File: config.mk
export PLATFORM = sky130hd
export DESIGN_NAME = uart_rx_wake
export DESIGN_NICKNAME = d
export VERILOG_FILES = /design/src/uart_rx_fifo.v /design/src/uart_rx_wake.v
export VERILOG_INCLUDE_DIRS = /design/src
export SDC_FILE = /design/constraint.sdc
export NUM_CORES = 1
export LEC_CHECK = 0
export BUFFER_PORTS_ARGS = -buffer_cell sky130_fd_sc_hd__buf_4
export CAP_MARGIN = 20
export CORE_UTILIZATION = 60
export CTS_CLUSTER_DIAMETER = 40
export DETAILED_ROUTE_END_ITERATION = 16
export PLACE_DENSITY_LB_ADDON = 0.08
export SYNTH_ARGS = -nofsm -noshare
export SYNTH_HDL_FRONTEND = slang
export SYNTH_SLANG_ARGS = --single-unit
File: constraint.sdc
create_clock -name clk -period 3.7 [get_ports clk]
set_clock_uncertainty 0.2 [all_clocks]
set_input_delay 0.74 -clock clk [delete_from_list [all_inputs] [get_ports clk]]
set_output_delay 0.74 -clock clk [all_outputs]
set_load 0.01 [all_outputs]
File: src/uart_wake_consts.vh
// constants for the wake-capable receive channel and its baud generator
`ifndef UART_WAKE_CONSTS_VH
`define UART_WAKE_CONSTS_VH

`define PRESCALE_WIDTH 15
`define SCALE_FIELD_WIDTH 4
`define DIV_FIELD_HI 15
`define DIV_FIELD_LO 9
`define DIV_MIN_LEGAL 7'h02
`define DIV_MAX_LEGAL 7'h7f
`define DATA_WIDTH 9
`define FIFO_DEPTH 8
`define FIFO_ADDR_WIDTH 3
`define BITS_SHORT 4'h8
`define BITS_LONG 4'h9
`define RST_PRESCALE 15'h0000
`define RST_DIVISOR 7'h02
`define RST_SCALE 4'h0
`define RST_WORD 9'h000

`endif

File: src/uart_rx_fifo.v
// receive word buffer with registered read data and valid/ready on both sides
`timescale 1ns/10ps
`default_nettype none

module uart_rx_fifo #(
  parameter WIDTH = 9,
  parameter DEPTH = 8,
  parameter AW = 3
) (
  input wire clk,
  input wire nrst,
  input wire in_valid,
  input wire [WIDTH-1:0] in_data,
  output wire in_ready,
  output reg out_valid,
  output reg [WIDTH-1:0] out_data,
  input wire out_ready
);
  reg [WIDTH-1:0] mem [0:DEPTH-1];
  reg [AW-1:0] wr_ptr;
  reg [AW-1:0] rd_ptr;
  reg [AW:0] count;
  wire push;
  wire pop;

  // count excludes the word already parked in the output register
  assign in_ready = (count != DEPTH[AW:0]);
  assign push = in_valid && in_ready;
  assign pop = (count != {(AW+1){1'b0}}) && (!out_valid || out_ready);

  always @(posedge clk) begin
    if (push) begin
      mem[wr_ptr] <= in_data;
    end
  end

  always @(posedge clk or negedge nrst) begin
    if (!nrst) begin
      wr_ptr <= {AW{1'b0}};
      rd_ptr <= {AW{1'b0}};
      count <= {(AW+1){1'b0}};
      out_valid <= 1'b0;
      out_data <= {WIDTH{1'b0}};
    end else begin
      if (push) begin
        wr_ptr <= wr_ptr + {{(AW-1){1'b0}}, 1'b1};
      end
      if (pop) begin
        rd_ptr <= rd_ptr + {{(AW-1){1'b0}}, 1'b1};
        out_data <= mem[rd_ptr];
        out_valid <= 1'b1;
      end else if (out_ready) begin
        out_valid <= 1'b0;
      end
      case ({push, pop})
        2'b10: count <= count + {{AW{1'b0}}, 1'b1};
        2'b01: count <= count - {{AW{1'b0}}, 1'b1};
        default: count <= count;
      endcase
    end
  end
endmodule

`default_nettype wire

File: src/uart_rx_wake.v
// wake-capable asynchronous receive channel with prescaler and baud divider
//
// Functional notes
// - error irq enable low: never any error interrupt
// - end interrupt still raised for every frame
// - enable high, suppress low: errors raise interrupt
// - enable high, suppress high: no error interrupt
// - suppress high: error flags stay untouched
// - baud equals op clock over (divisor+1) over two
// - divisor values two through 127 accepted
// - source bit picks low or high prescaler
// - prescaler field n divides clock by 2^n
// - stopped and wake enabled: start bit starts reception
`timescale 1ns/10ps
`default_nettype none
`include "uart_wake_consts.vh"

module uart_rx_wake (
  input wire clk,
  input wire nrst,
  input wire receive_pin,
  input wire channel_start,
  input wire channel_stop_trigger,
  input wire op_clock_source_select,
  input wire [`SCALE_FIELD_WIDTH-1:0] low_prescaler_field,
  input wire [`SCALE_FIELD_WIDTH-1:0] high_prescaler_field,
  input wire [`DIV_FIELD_HI:`DIV_FIELD_LO] channel_data_divisor_reg,
  input wire nine_bit_mode,
  input wire parity_enable,
  input wire parity_odd,
  input wire rx_error_irq_enable,
  input wire wake_error_suppress,
  input wire wake_receive_enable,
  input wire cpu_stopped,
  input wire [2:0] error_flag_clear,
  input wire rx_ready,
  output reg channel_run_status,
  output reg parity_error_flag,
  output reg framing_error_flag,
  output reg overrun_error_flag,
  output reg rx_error_irq,
  output reg rx_end_irq,
  output wire rx_valid,
  output wire [`DATA_WIDTH-1:0] rx_data
);
  localparam [2:0] ST_IDLE = 3'b000;
  localparam [2:0] ST_START = 3'b001;
  localparam [2:0] ST_DATA = 3'b010;
  localparam [2:0] ST_PARITY = 3'b011;
  localparam [2:0] ST_STOP = 3'b100;

  reg [2:0] state;
  reg [`PRESCALE_WIDTH-1:0] prescale_cnt;
  reg [`SCALE_FIELD_WIDTH-1:0] scale_lat;
  reg [6:0] divisor_lat;
  reg [7:0] tick_cnt;
  reg [3:0] bit_cnt;
  reg [`DATA_WIDTH-1:0] shift;
  reg parity_bad;
  reg pin_prev;
  reg push_valid;
  reg [`DATA_WIDTH-1:0] push_word;
  wire push_ready;
  wire mck_tick;
  wire [7:0] tick_target;
  wire sample;
  wire start_seen;
  wire start_allowed;
  wire [3:0] bits_needed;
  wire [`DATA_WIDTH-1:0] word;
  wire err_parity;
  wire err_framing;
  wire err_overrun;
  wire any_error;
  wire irq_gate;

  // true once per 2^n clocks: low n bits of the free counter all ones
  function prescale_tick;
    input [`PRESCALE_WIDTH-1:0] cnt;
    input [`SCALE_FIELD_WIDTH-1:0] n;
    reg [`PRESCALE_WIDTH-1:0] mask;
    begin
      mask = (15'h0001 << n) - 15'h0001;
      prescale_tick = ((cnt & mask) == mask);
    end
  endfunction

  assign mck_tick = prescale_tick(prescale_cnt, scale_lat);
  // half a bit is divisor+1 op-clock ticks, a whole bit twice that
  assign tick_target = (state == ST_START) ? {1'b0, divisor_lat} : {divisor_lat, 1'b1};
  assign sample = (state != ST_IDLE) && mck_tick && (tick_cnt == tick_target);
  assign start_seen = pin_prev && !receive_pin;
  // in wake mode a start is only trusted once the processor has stopped
  assign start_allowed = channel_run_status && (!wake_receive_enable || cpu_stopped);
  assign bits_needed = nine_bit_mode ? `BITS_LONG : `BITS_SHORT;
  assign word = nine_bit_mode ? shift : {1'b0, shift[`DATA_WIDTH-1:1]};

  assign err_parity = parity_enable && parity_bad;
  assign err_framing = !receive_pin;
  assign err_overrun = !push_ready;
  assign any_error = err_parity || err_framing || err_overrun;
  assign irq_gate = rx_error_irq_enable && !wake_error_suppress;

  always @(posedge clk or negedge nrst) begin
    if (!nrst) begin
      channel_run_status <= 1'b0;
      prescale_cnt <= `RST_PRESCALE;
      scale_lat <= `RST_SCALE;
      divisor_lat <= `RST_DIVISOR;
    end else begin
      if (channel_stop_trigger) begin
        channel_run_status <= 1'b0;
      end else if (channel_start && !channel_run_status) begin
        channel_run_status <= 1'b1;
        prescale_cnt <= `RST_PRESCALE;
        // prescaler and divisor settings are frozen for the whole run; edits wait for a restart
        scale_lat <= op_clock_source_select ? high_prescaler_field : low_prescaler_field;
        divisor_lat <= channel_data_divisor_reg;
      end else begin
        prescale_cnt <= prescale_cnt + 15'h0001;
      end
    end
  end

  always @(posedge clk or negedge nrst) begin
    if (!nrst) begin
      state <= ST_IDLE;
      tick_cnt <= 8'h00;
      bit_cnt <= 4'h0;
      shift <= `RST_WORD;
      parity_bad <= 1'b0;
      pin_prev <= 1'b1;
    end else begin
      pin_prev <= receive_pin;
      if (!channel_run_status || channel_stop_trigger) begin
        state <= ST_IDLE;
      end else if (state == ST_IDLE) begin
        tick_cnt <= 8'h00;
        if (start_allowed && start_seen) begin
          state <= ST_START;
        end
      end else begin
        if (mck_tick) begin
          tick_cnt <= (tick_cnt == tick_target) ? 8'h00 : tick_cnt + 8'h01;
        end
        if (sample) begin
          case (state)
            ST_START: begin
              // a glitch shorter than half a bit is not a start
              if (receive_pin) begin
                state <= ST_IDLE;
              end else begin
                state <= ST_DATA;
                bit_cnt <= 4'h0;
                parity_bad <= parity_odd;
              end
            end
            ST_DATA: begin
              shift <= {receive_pin, shift[`DATA_WIDTH-1:1]};
              parity_bad <= parity_bad ^ receive_pin;
              bit_cnt <= bit_cnt + 4'h1;
              if (bit_cnt == bits_needed - 4'h1) begin
                state <= parity_enable ? ST_PARITY : ST_STOP;
              end
            end
            ST_PARITY: begin
              parity_bad <= parity_bad ^ receive_pin;
              state <= ST_STOP;
            end
            default: begin
              state <= ST_IDLE;
            end
          endcase
        end
      end
    end
  end

  always @(posedge clk or negedge nrst) begin
    if (!nrst) begin
      push_valid <= 1'b0;
      push_word <= `RST_WORD;
      rx_end_irq <= 1'b0;
      rx_error_irq <= 1'b0;
      parity_error_flag <= 1'b0;
      framing_error_flag <= 1'b0;
      overrun_error_flag <= 1'b0;
    end else begin
      rx_end_irq <= 1'b0;
      rx_error_irq <= 1'b0;
      if (push_valid && push_ready) begin
        push_valid <= 1'b0;
      end
      // set beats clear when both land in one cycle
      parity_error_flag <= parity_error_flag & ~error_flag_clear[0];
      framing_error_flag <= framing_error_flag & ~error_flag_clear[1];
      overrun_error_flag <= overrun_error_flag & ~error_flag_clear[2];
      if (sample && state == ST_STOP) begin
        rx_end_irq <= 1'b1;
        rx_error_irq <= any_error && irq_gate;
        if (!err_overrun) begin
          push_valid <= 1'b1;
          push_word <= word;
        end
        if (!wake_error_suppress) begin
          if (err_parity) begin
            parity_error_flag <= 1'b1;
          end
          if (err_framing) begin
            framing_error_flag <= 1'b1;
          end
          if (err_overrun) begin
            overrun_error_flag <= 1'b1;
          end
        end
      end
    end
  end

  // a full buffer drops the new word; overrun is reported only while wake_error_suppress is low
  uart_rx_fifo #(
    .WIDTH(`DATA_WIDTH),
    .DEPTH(`FIFO_DEPTH),
    .AW(`FIFO_ADDR_WIDTH)
  ) u_fifo (
    .clk(clk),
    .nrst(nrst),
    .in_valid(push_valid),
    .in_data(push_word),
    .in_ready(push_ready),
    .out_valid(rx_valid),
    .out_data(rx_data),
    .out_ready(rx_ready)
  );
endmodule

`default_nettype wire

Word level (Yosys, flattened, before mapping)
Memory sizes are Yosys's and may differ from the RTL's. A register that Yosys moved wholly into a read port is not among the register bits.
Index checks and enable logic that the tools add are counted.
{"block": "word_totals", "regBits": 79, "mem_bits_rw": 72, "out_inout_bits": 16, "mem_count": 1}
{"block": "classes", "addsub": 9, "eq_ne": 13, "shifts": 1, "muxes": 41, "bitwise_logic": 11, "reduce_logical": 42}
{"memory": "u_fifo.mem", "depth": 8, "word_bits": 9, "read_ports": 1, "rd_ports_with_merged_regs": 1, "write_ports": 1, "line_no": "uart_rx_fifo.v:19", "source": "reg [WIDTH-1:0] mem [0:DEPTH-1];"}
{"op": "two-way mux 8 bit", "n": 4}
{"op": "two-way mux 1 bit", "n": 22}
{"op": "two-way mux 3 bit", "n": 6}
{"op": "one-hot mux 4 bit (2 select lines)", "n": 2}
{"op": "adder 15 x 1 -> 15 bit, second input constant", "n": 1}
{"op": "bitwise AND 15 bit", "n": 1}
{"op": "== test 15 bit", "n": 1}
{"op": "two-way mux 15 bit", "n": 1}
{"op": "<< shifter 1 x 4 -> 15 bit, first input constant", "n": 1}
{"op": "subtractor 15 x 1 -> 15 bit, second input constant", "n": 1}
{"op": "logical AND 1 bit", "n": 12}
{"op": "nonzero test 2 bit", "n": 6}
{"op": "AND reduction 5 bit", "n": 2}
{"op": "two-way mux 9 bit", "n": 1}
{"op": "one-hot mux 3 bit (3 select lines)", "n": 1}
{"op": "adder 4 x 1 -> 4 bit, second input constant", "n": 2}
{"op": "adder 8 x 1 -> 8 bit, second input constant", "n": 1}
{"op": "== test 8 bit", "n": 1}
{"op": "two-way mux 4 bit", "n": 2}
{"op": "!= test 4 bit, second input constant", "n": 2}
{"op": "subtractor 4 x 1 -> 4 bit, second input constant", "n": 2}
{"op": "zero test 1 bit", "n": 7}
{"op": "adder 3 x 1 -> 3 bit, second input constant", "n": 2}
{"op": "== test 3 x 2 -> 1 bit, second input constant", "n": 2}
{"op": "20 further kinds", "n": 34}

Logic depth before layout (Yosys ltp)
{"block": "logic_depth", "depth_word": 9, "ltp_mapped": 13}

Cells and area by module
A second synthesis with hierarchy kept.
{"block": "unflattened", "hier_cells": 622, "area_unflattened_um2": 7479.7}
{"mod": "uart_rx_wake", "instances": 1, "cells_per_inst": 387, "area_per_inst_um2": 3769.9, "seq_area_each_um2": 1704.1}
{"mod": "uart_rx_fifo", "instances": 1, "cells_per_inst": 235, "area_per_inst_um2": 3709.8, "seq_area_each_um2": 2662.6}

Least setup slack after synthesis
OpenSTA, ideal clock, no wires.
{"block": "synth_timing", "path_type": "reg2reg", "start": "register scale_lat[1]", "end": "register bit_cnt[0]", "setup_time_ns": 0.125, "t_arrival_ns": 2.907, "required_time_ns": 3.375, "slack_ns": 0.468, "path_stages_with_launch": 12, "path_buffers": 2, "path_cell_list": "dfrtp_1 > buf_2 > nor2_1 > nand3_1 > ha_1 > buf_2 > xor2_1 > a2111o_1 > nor4_1 > nand3_1 > nor2_1 > mux2_2"}
{"block": "synth_via", "elab_chain_len": 7}
{"item": "from (decl)", "line_no": "uart_rx_wake.v:54", "source": "reg [`SCALE_FIELD_WIDTH-1:0] scale_lat;"}
{"item": "from (signal assigned)", "line_no": "uart_rx_wake.v:108", "source": "scale_lat <= `RST_SCALE;"}
{"item": "from (signal assigned)", "line_no": "uart_rx_wake.v:117", "source": "scale_lat <= op_clock_source_select ? high_prescaler_field : low_prescaler_field;"}
{"item": "<< shifter 1 x 4 -> 15 bit (*)", "line_no": "uart_rx_wake.v:83", "source": "mask = (15'h0001 << n) - 15'h0001;"}
{"item": "subtractor 15 x 1 -> 15 bit (*)", "line_no": "uart_rx_wake.v:83"}
{"item": "bitwise AND 15 bit", "line_no": "uart_rx_wake.v:84", "source": "prescale_tick = ((cnt & mask) == mask);"}
{"item": "== test 15 bit (*)", "line_no": "uart_rx_wake.v:84"}
{"item": "logical AND 1 bit (*) (2 in series)", "line_no": "uart_rx_wake.v:91", "source": "assign sample = (state != ST_IDLE) && mck_tick && (tick_cnt == tick_target);"}
{"item": "AND reduction 5 bit (no source line) (*)"}
{"item": "to (signal assigned)", "line_no": "uart_rx_wake.v:161", "source": "bit_cnt <= bit_cnt + 4'h1;"}
{"item": "to (decl)", "line_no": "uart_rx_wake.v:57", "source": "reg [3:0] bit_cnt;"}
Mark *: on every way between the ends. The rest lies on a longest branch, timed or not.
A chain may end at the register's enable or synchronous reset.

Worst setup path after layout
{"block": "layout_timing", "start": "register scale_lat[0]", "end": "register shift[6]"}
{"block": "layout_via", "elab_chain_len": 7}
{"item": "<< shifter 1 x 4 -> 15 bit (*)", "line_no": "uart_rx_wake.v:83"}
{"item": "subtractor 15 x 1 -> 15 bit (*)", "line_no": "uart_rx_wake.v:83"}
{"item": "bitwise AND 15 bit", "line_no": "uart_rx_wake.v:84"}
{"item": "== test 15 bit (*)", "line_no": "uart_rx_wake.v:84"}
{"item": "logical AND 1 bit (*) (2 in series)", "line_no": "uart_rx_wake.v:91"}
{"item": "AND reduction 4 bit (no source line) (*)"}
{"item": "to (signal assigned)", "line_no": "uart_rx_wake.v:130", "source": "shift <= `RST_WORD;"}
{"item": "to (signal assigned)", "line_no": "uart_rx_wake.v:159", "source": "shift <= {receive_pin, shift[`DATA_WIDTH-1:1]};"}
{"item": "to (decl)", "line_no": "uart_rx_wake.v:58", "source": "reg [`DATA_WIDTH-1:0] shift;"}
Marks and branches as above.

==> results.py <==
metrics = {
    "outcome": {
        "run_status": "finished, final reports clean",
    },
    "yosys": {
        "avgSynthCellArea_sq_um": 12.95,
        "syn_inst": 571,
        "synth_cell_type_count": 65,
        "yosysSeqAreaShare_pct": 59.07,
        "async_flop_share_pct": 55.00,
        "yosysTopAreaCell": "edfxtp_1",
        "synth-warning-count": 0,
        "syn_nets": 613,
        "synth-edff-count": 72,
        "synth.top_cells.by_area": "edfxtp_1 29%, dfrtp_1 29%, mux4_2 5.5%",
        "synth.top_cell.area_share_pct": 29.25,
        "ys_seq_elements": 160,
        "netlist_area_sq_mm": 0.007392,
        "ys.flop_type": "dfrtp_1",
    },
    "power": {
        "power_frac_comb_pct": 13.9,
        "ir_worst_vdd_mv": 0.3025,
        "finalPower_mw": 4.524,
        "seqPwrFrac_pct": 46.4,
        "clkPwrFrac_pct": 39.7,
        "power.density_mw_per_mm2": 529.6,
        "swShare_pct": 25.99,
        "p_leak_nw": 3.336,
        "cell_internal_pwr_mw": 3.348,
        "p_switching_mw": 1.176,
    },
    "placement": {
        "place_congestion": 0.8077,
        "place_hpwl_um": 9269,
        "placedCellCount": 756,
        "port_buffers": 47,
    },
    "grt": {
        "grt_max_degree": 50,
        "antenna_found_initial": 0,
        "overflow": 0,
        "grt_pass1_vias": 4621,
        "grt_usage_pct": 23.39,
        "grt_pass1_wl_um": 22880,
    },
    "detailed_routing": {
        "wire_per_inst_um": 17.21,
        "dr.pass1.iters": 5,
        "drcViolationCount": 0,
        "first_iter_violations": 286,
        "vias": 4623,
        "antenna_left": 0,
        "wirelength_um": 13560,
        "viasPerCell": 5.867,
    },
    "finish": {
        "area_growth_pct": 15.56,
        "drive_above_1_share_pct": 24.96,
        "fillCellCount": 808,
        "multi_input_area_sq_mm": 0.002841,
        "final_cell_mix": "85 x dfrtp_1, 72 x edfxtp_1, 61 x buf_4, 46 x nor2_1",
        "fin_util_pct": 71.11,
        "finalNetCount": 670,
        "n_antenna_cell": 0,
        "layout_commonest_cell": "dfrtp_1",
        "seq_area_sq_mm": 0.004368,
        "finalNonFillerCells": 788,
    },
    "setup_path": {
        "cp-end-kind": "flop",
        "critical_path_class": "flop to flop",
        "critPathLaunchType": "flop",
        "worst_path_max_delay_cell": "dfrtp_1",
        "arrival_ps": 3560,
        "worstPathCellList": "nor2_1 > nand2_1 > ha_1 > or3_1 > a211oi_1 > or4_1 > nor4_1 > nand3_1 > nor2_4 > mux2_2",
        "critPathLaunch": "scale_lat[0]$_DFFE_PN0P_",
        "r2r-start": "scale_lat[0]$_DFFE_PN0P_",
        "crit_fanout": 12,
        "worst_path_largest_cell_delay_ps": 560,
        "cp_data_required_time_ps": 3800,
        "r2r_cells": 10,
    },
    "clock_tree": {
        "cts_buffers": 17,
        "path_clk_slew_ps": 70,
        "clock_latency_ps": 420,
        "cts_root_buf": "clkbuf_16",
        "cts_resized": 0,
        "cts_setup_buffers": 0,
        "cts_num_sinks": 160,
        "cts_buffer_depth": 2,
        "cts-hold-fix-buffers": 0,
        "htree_levels": 4,
        "cts_tree": "built",
    },
    "job": {
        "maxCapViolations": 0,
    },
    "sta": {
        "worstMarginPinSlew_ps": 888.8,
        "hold_violations": 0,
        "setup_viol": 0,
        "rsz0062_at_grt": "no",
        "relSlewSlack_pct": 40.75,
        "hold_slack_ps": 142.9,
        "post-route-period-util_pct": 93.35,
        "setup_tns_ps": 0,
        "fin_crit_ps": 3454,
        "slew_violations": 0,
        "max_freq_mhz": 289.5,
    },
    "floorplanning": {
        "die_y_um": 113.0,
        "dieArea_sq_mm": 0.01277,
        "core_area_sq_mm": 0.01201,
        "boundaryPins": 48,
        "rows": 40,
        "start_util_pct": 61.54,
        "die_x_um": 113.0,
    },
    "min_path": {
        "worstHoldPathType": "input pin to asynchronous set/reset pin",
    },
}
-- state kept, by name (all words and copies together) (netlist names), named ones only --
name                flops
prescale_cnt           15
state                   3
channel_run_status      1
bit_cnt                 4
u_fifo.out_data         9
rx_error_irq            1
push_word               9
parity_bad              1
rx_end_irq              1
framing_error_flag      1
parity_error_flag       1
tick_cnt                8
u_fifo.mem             72
scale_lat               4
shift                   9
u_fifo.count            4
u_fifo.wr_ptr           3
divisor_lat             7
pin_prev                1
u_fifo.out_valid        1
overrun_error_flag      1
u_fifo.rd_ptr           3
-- synthesized netlist by cell type (6+ instances only) --
cell type  instances
a21oi_1           28
a22o_1             6
and3_1             6
buf_2              6
clkbuf_1          12
dfrtp_1           86
edfxtp_1          72
ha_1               9
inv_1             20
mux2_2            35
mux2i_1           16
mux4_2            18
nand2_1           35
nand2b_1           9
nand3_1           16
nor2_1            46
nor2b_1            9
nor3_1            10
nor3b_1            6
o21ai_0           20
xnor2_1            7
xor2_1            18
-- final timing paths --
path,endpoint,slack [ps]
worst max register to register,shift[6]$_DFFE_PN0P_,250
worst max-delay path,shift[6]$_DFFE_PN0P_,250
worst min register to register,u_fifo.out_data[8]$_DFFE_PN0P_,330
min in group clk,pin_prev$_DFF_PN1_,280
worst min-delay path,u_fifo.out_data[1]$_DFFE_PN0P_,140
max in group asynchronous,scale_lat[3]$_DFFE_PN0P_,2420
-- power by group through the flow --
stage | registers, mW | clock network [mW] | logic, mW
after global placement | 2.13 | 0 | 0.613
after detailed placement | 2.13 | 0 | 0.638
final | 2.10 | 1.80 | 0.628
after global routing | 2.11 | 1.89 | 0.703
after CTS | 2.10 | 1.82 | 0.640
after floorplan | 2.04 | 0 | 0.541
-- per-layer routing --
| metal | track usage, % | routed length [um] |
|---|---|---|
| met1 | 30.11 | 5997 |
| met3 | 4.178 | 469 |
| met4 | 9.737 | 179 |
| met2 | 39.59 | 6912 |
| met5 | 0 | 0 |
-- critical path: cells and delay by family, from the launching register on --
kind,cells,cell delay (ps)
muxes,1,370
and+or+nand+nor,7,1790
DFF,1,560
adders and majority gates,1,340
AOI/OAI and AO/OA,1,80
-- per-stage QoR --
| stage | instance area (sq um) | worst slack [ps] |
|---|---|---|
| final | 8542 | 246.1 |
| after global routing | 8542 | 59.82 |
| after CTS | 8541 | 170.1 |
| after detailed placement | 7925 | 198.4 |
| after global placement | 7925 | 339.6 |
| after floorplan | 7392 | 468.4 |
-- kinds of logic after synthesis --
kind of cell               Yosys count  share of synthesized area, %
AOI/OAI and AO/OA                   90                         8.193
xor gates and xnor gates            25                         2.962
adders and majority gates           10                         1.794
buffers and inverters               43                         2.539
DFF                                160                         59.07
muxes                               69                         12.98
and+or+nand+nor                    174                         12.46
-- cell type report --
cell class              instances  share of cell area (%)
flip-flops and latches        160                   51.14
clock inverters                12                   1.860
multi-input cells             368                   33.27
inverters                      20                  0.8789
clock buffers                  20                   5.346
well taps                     147                   2.153
repair buffers                 61                   5.361
(Power assumes the default switching activity.)
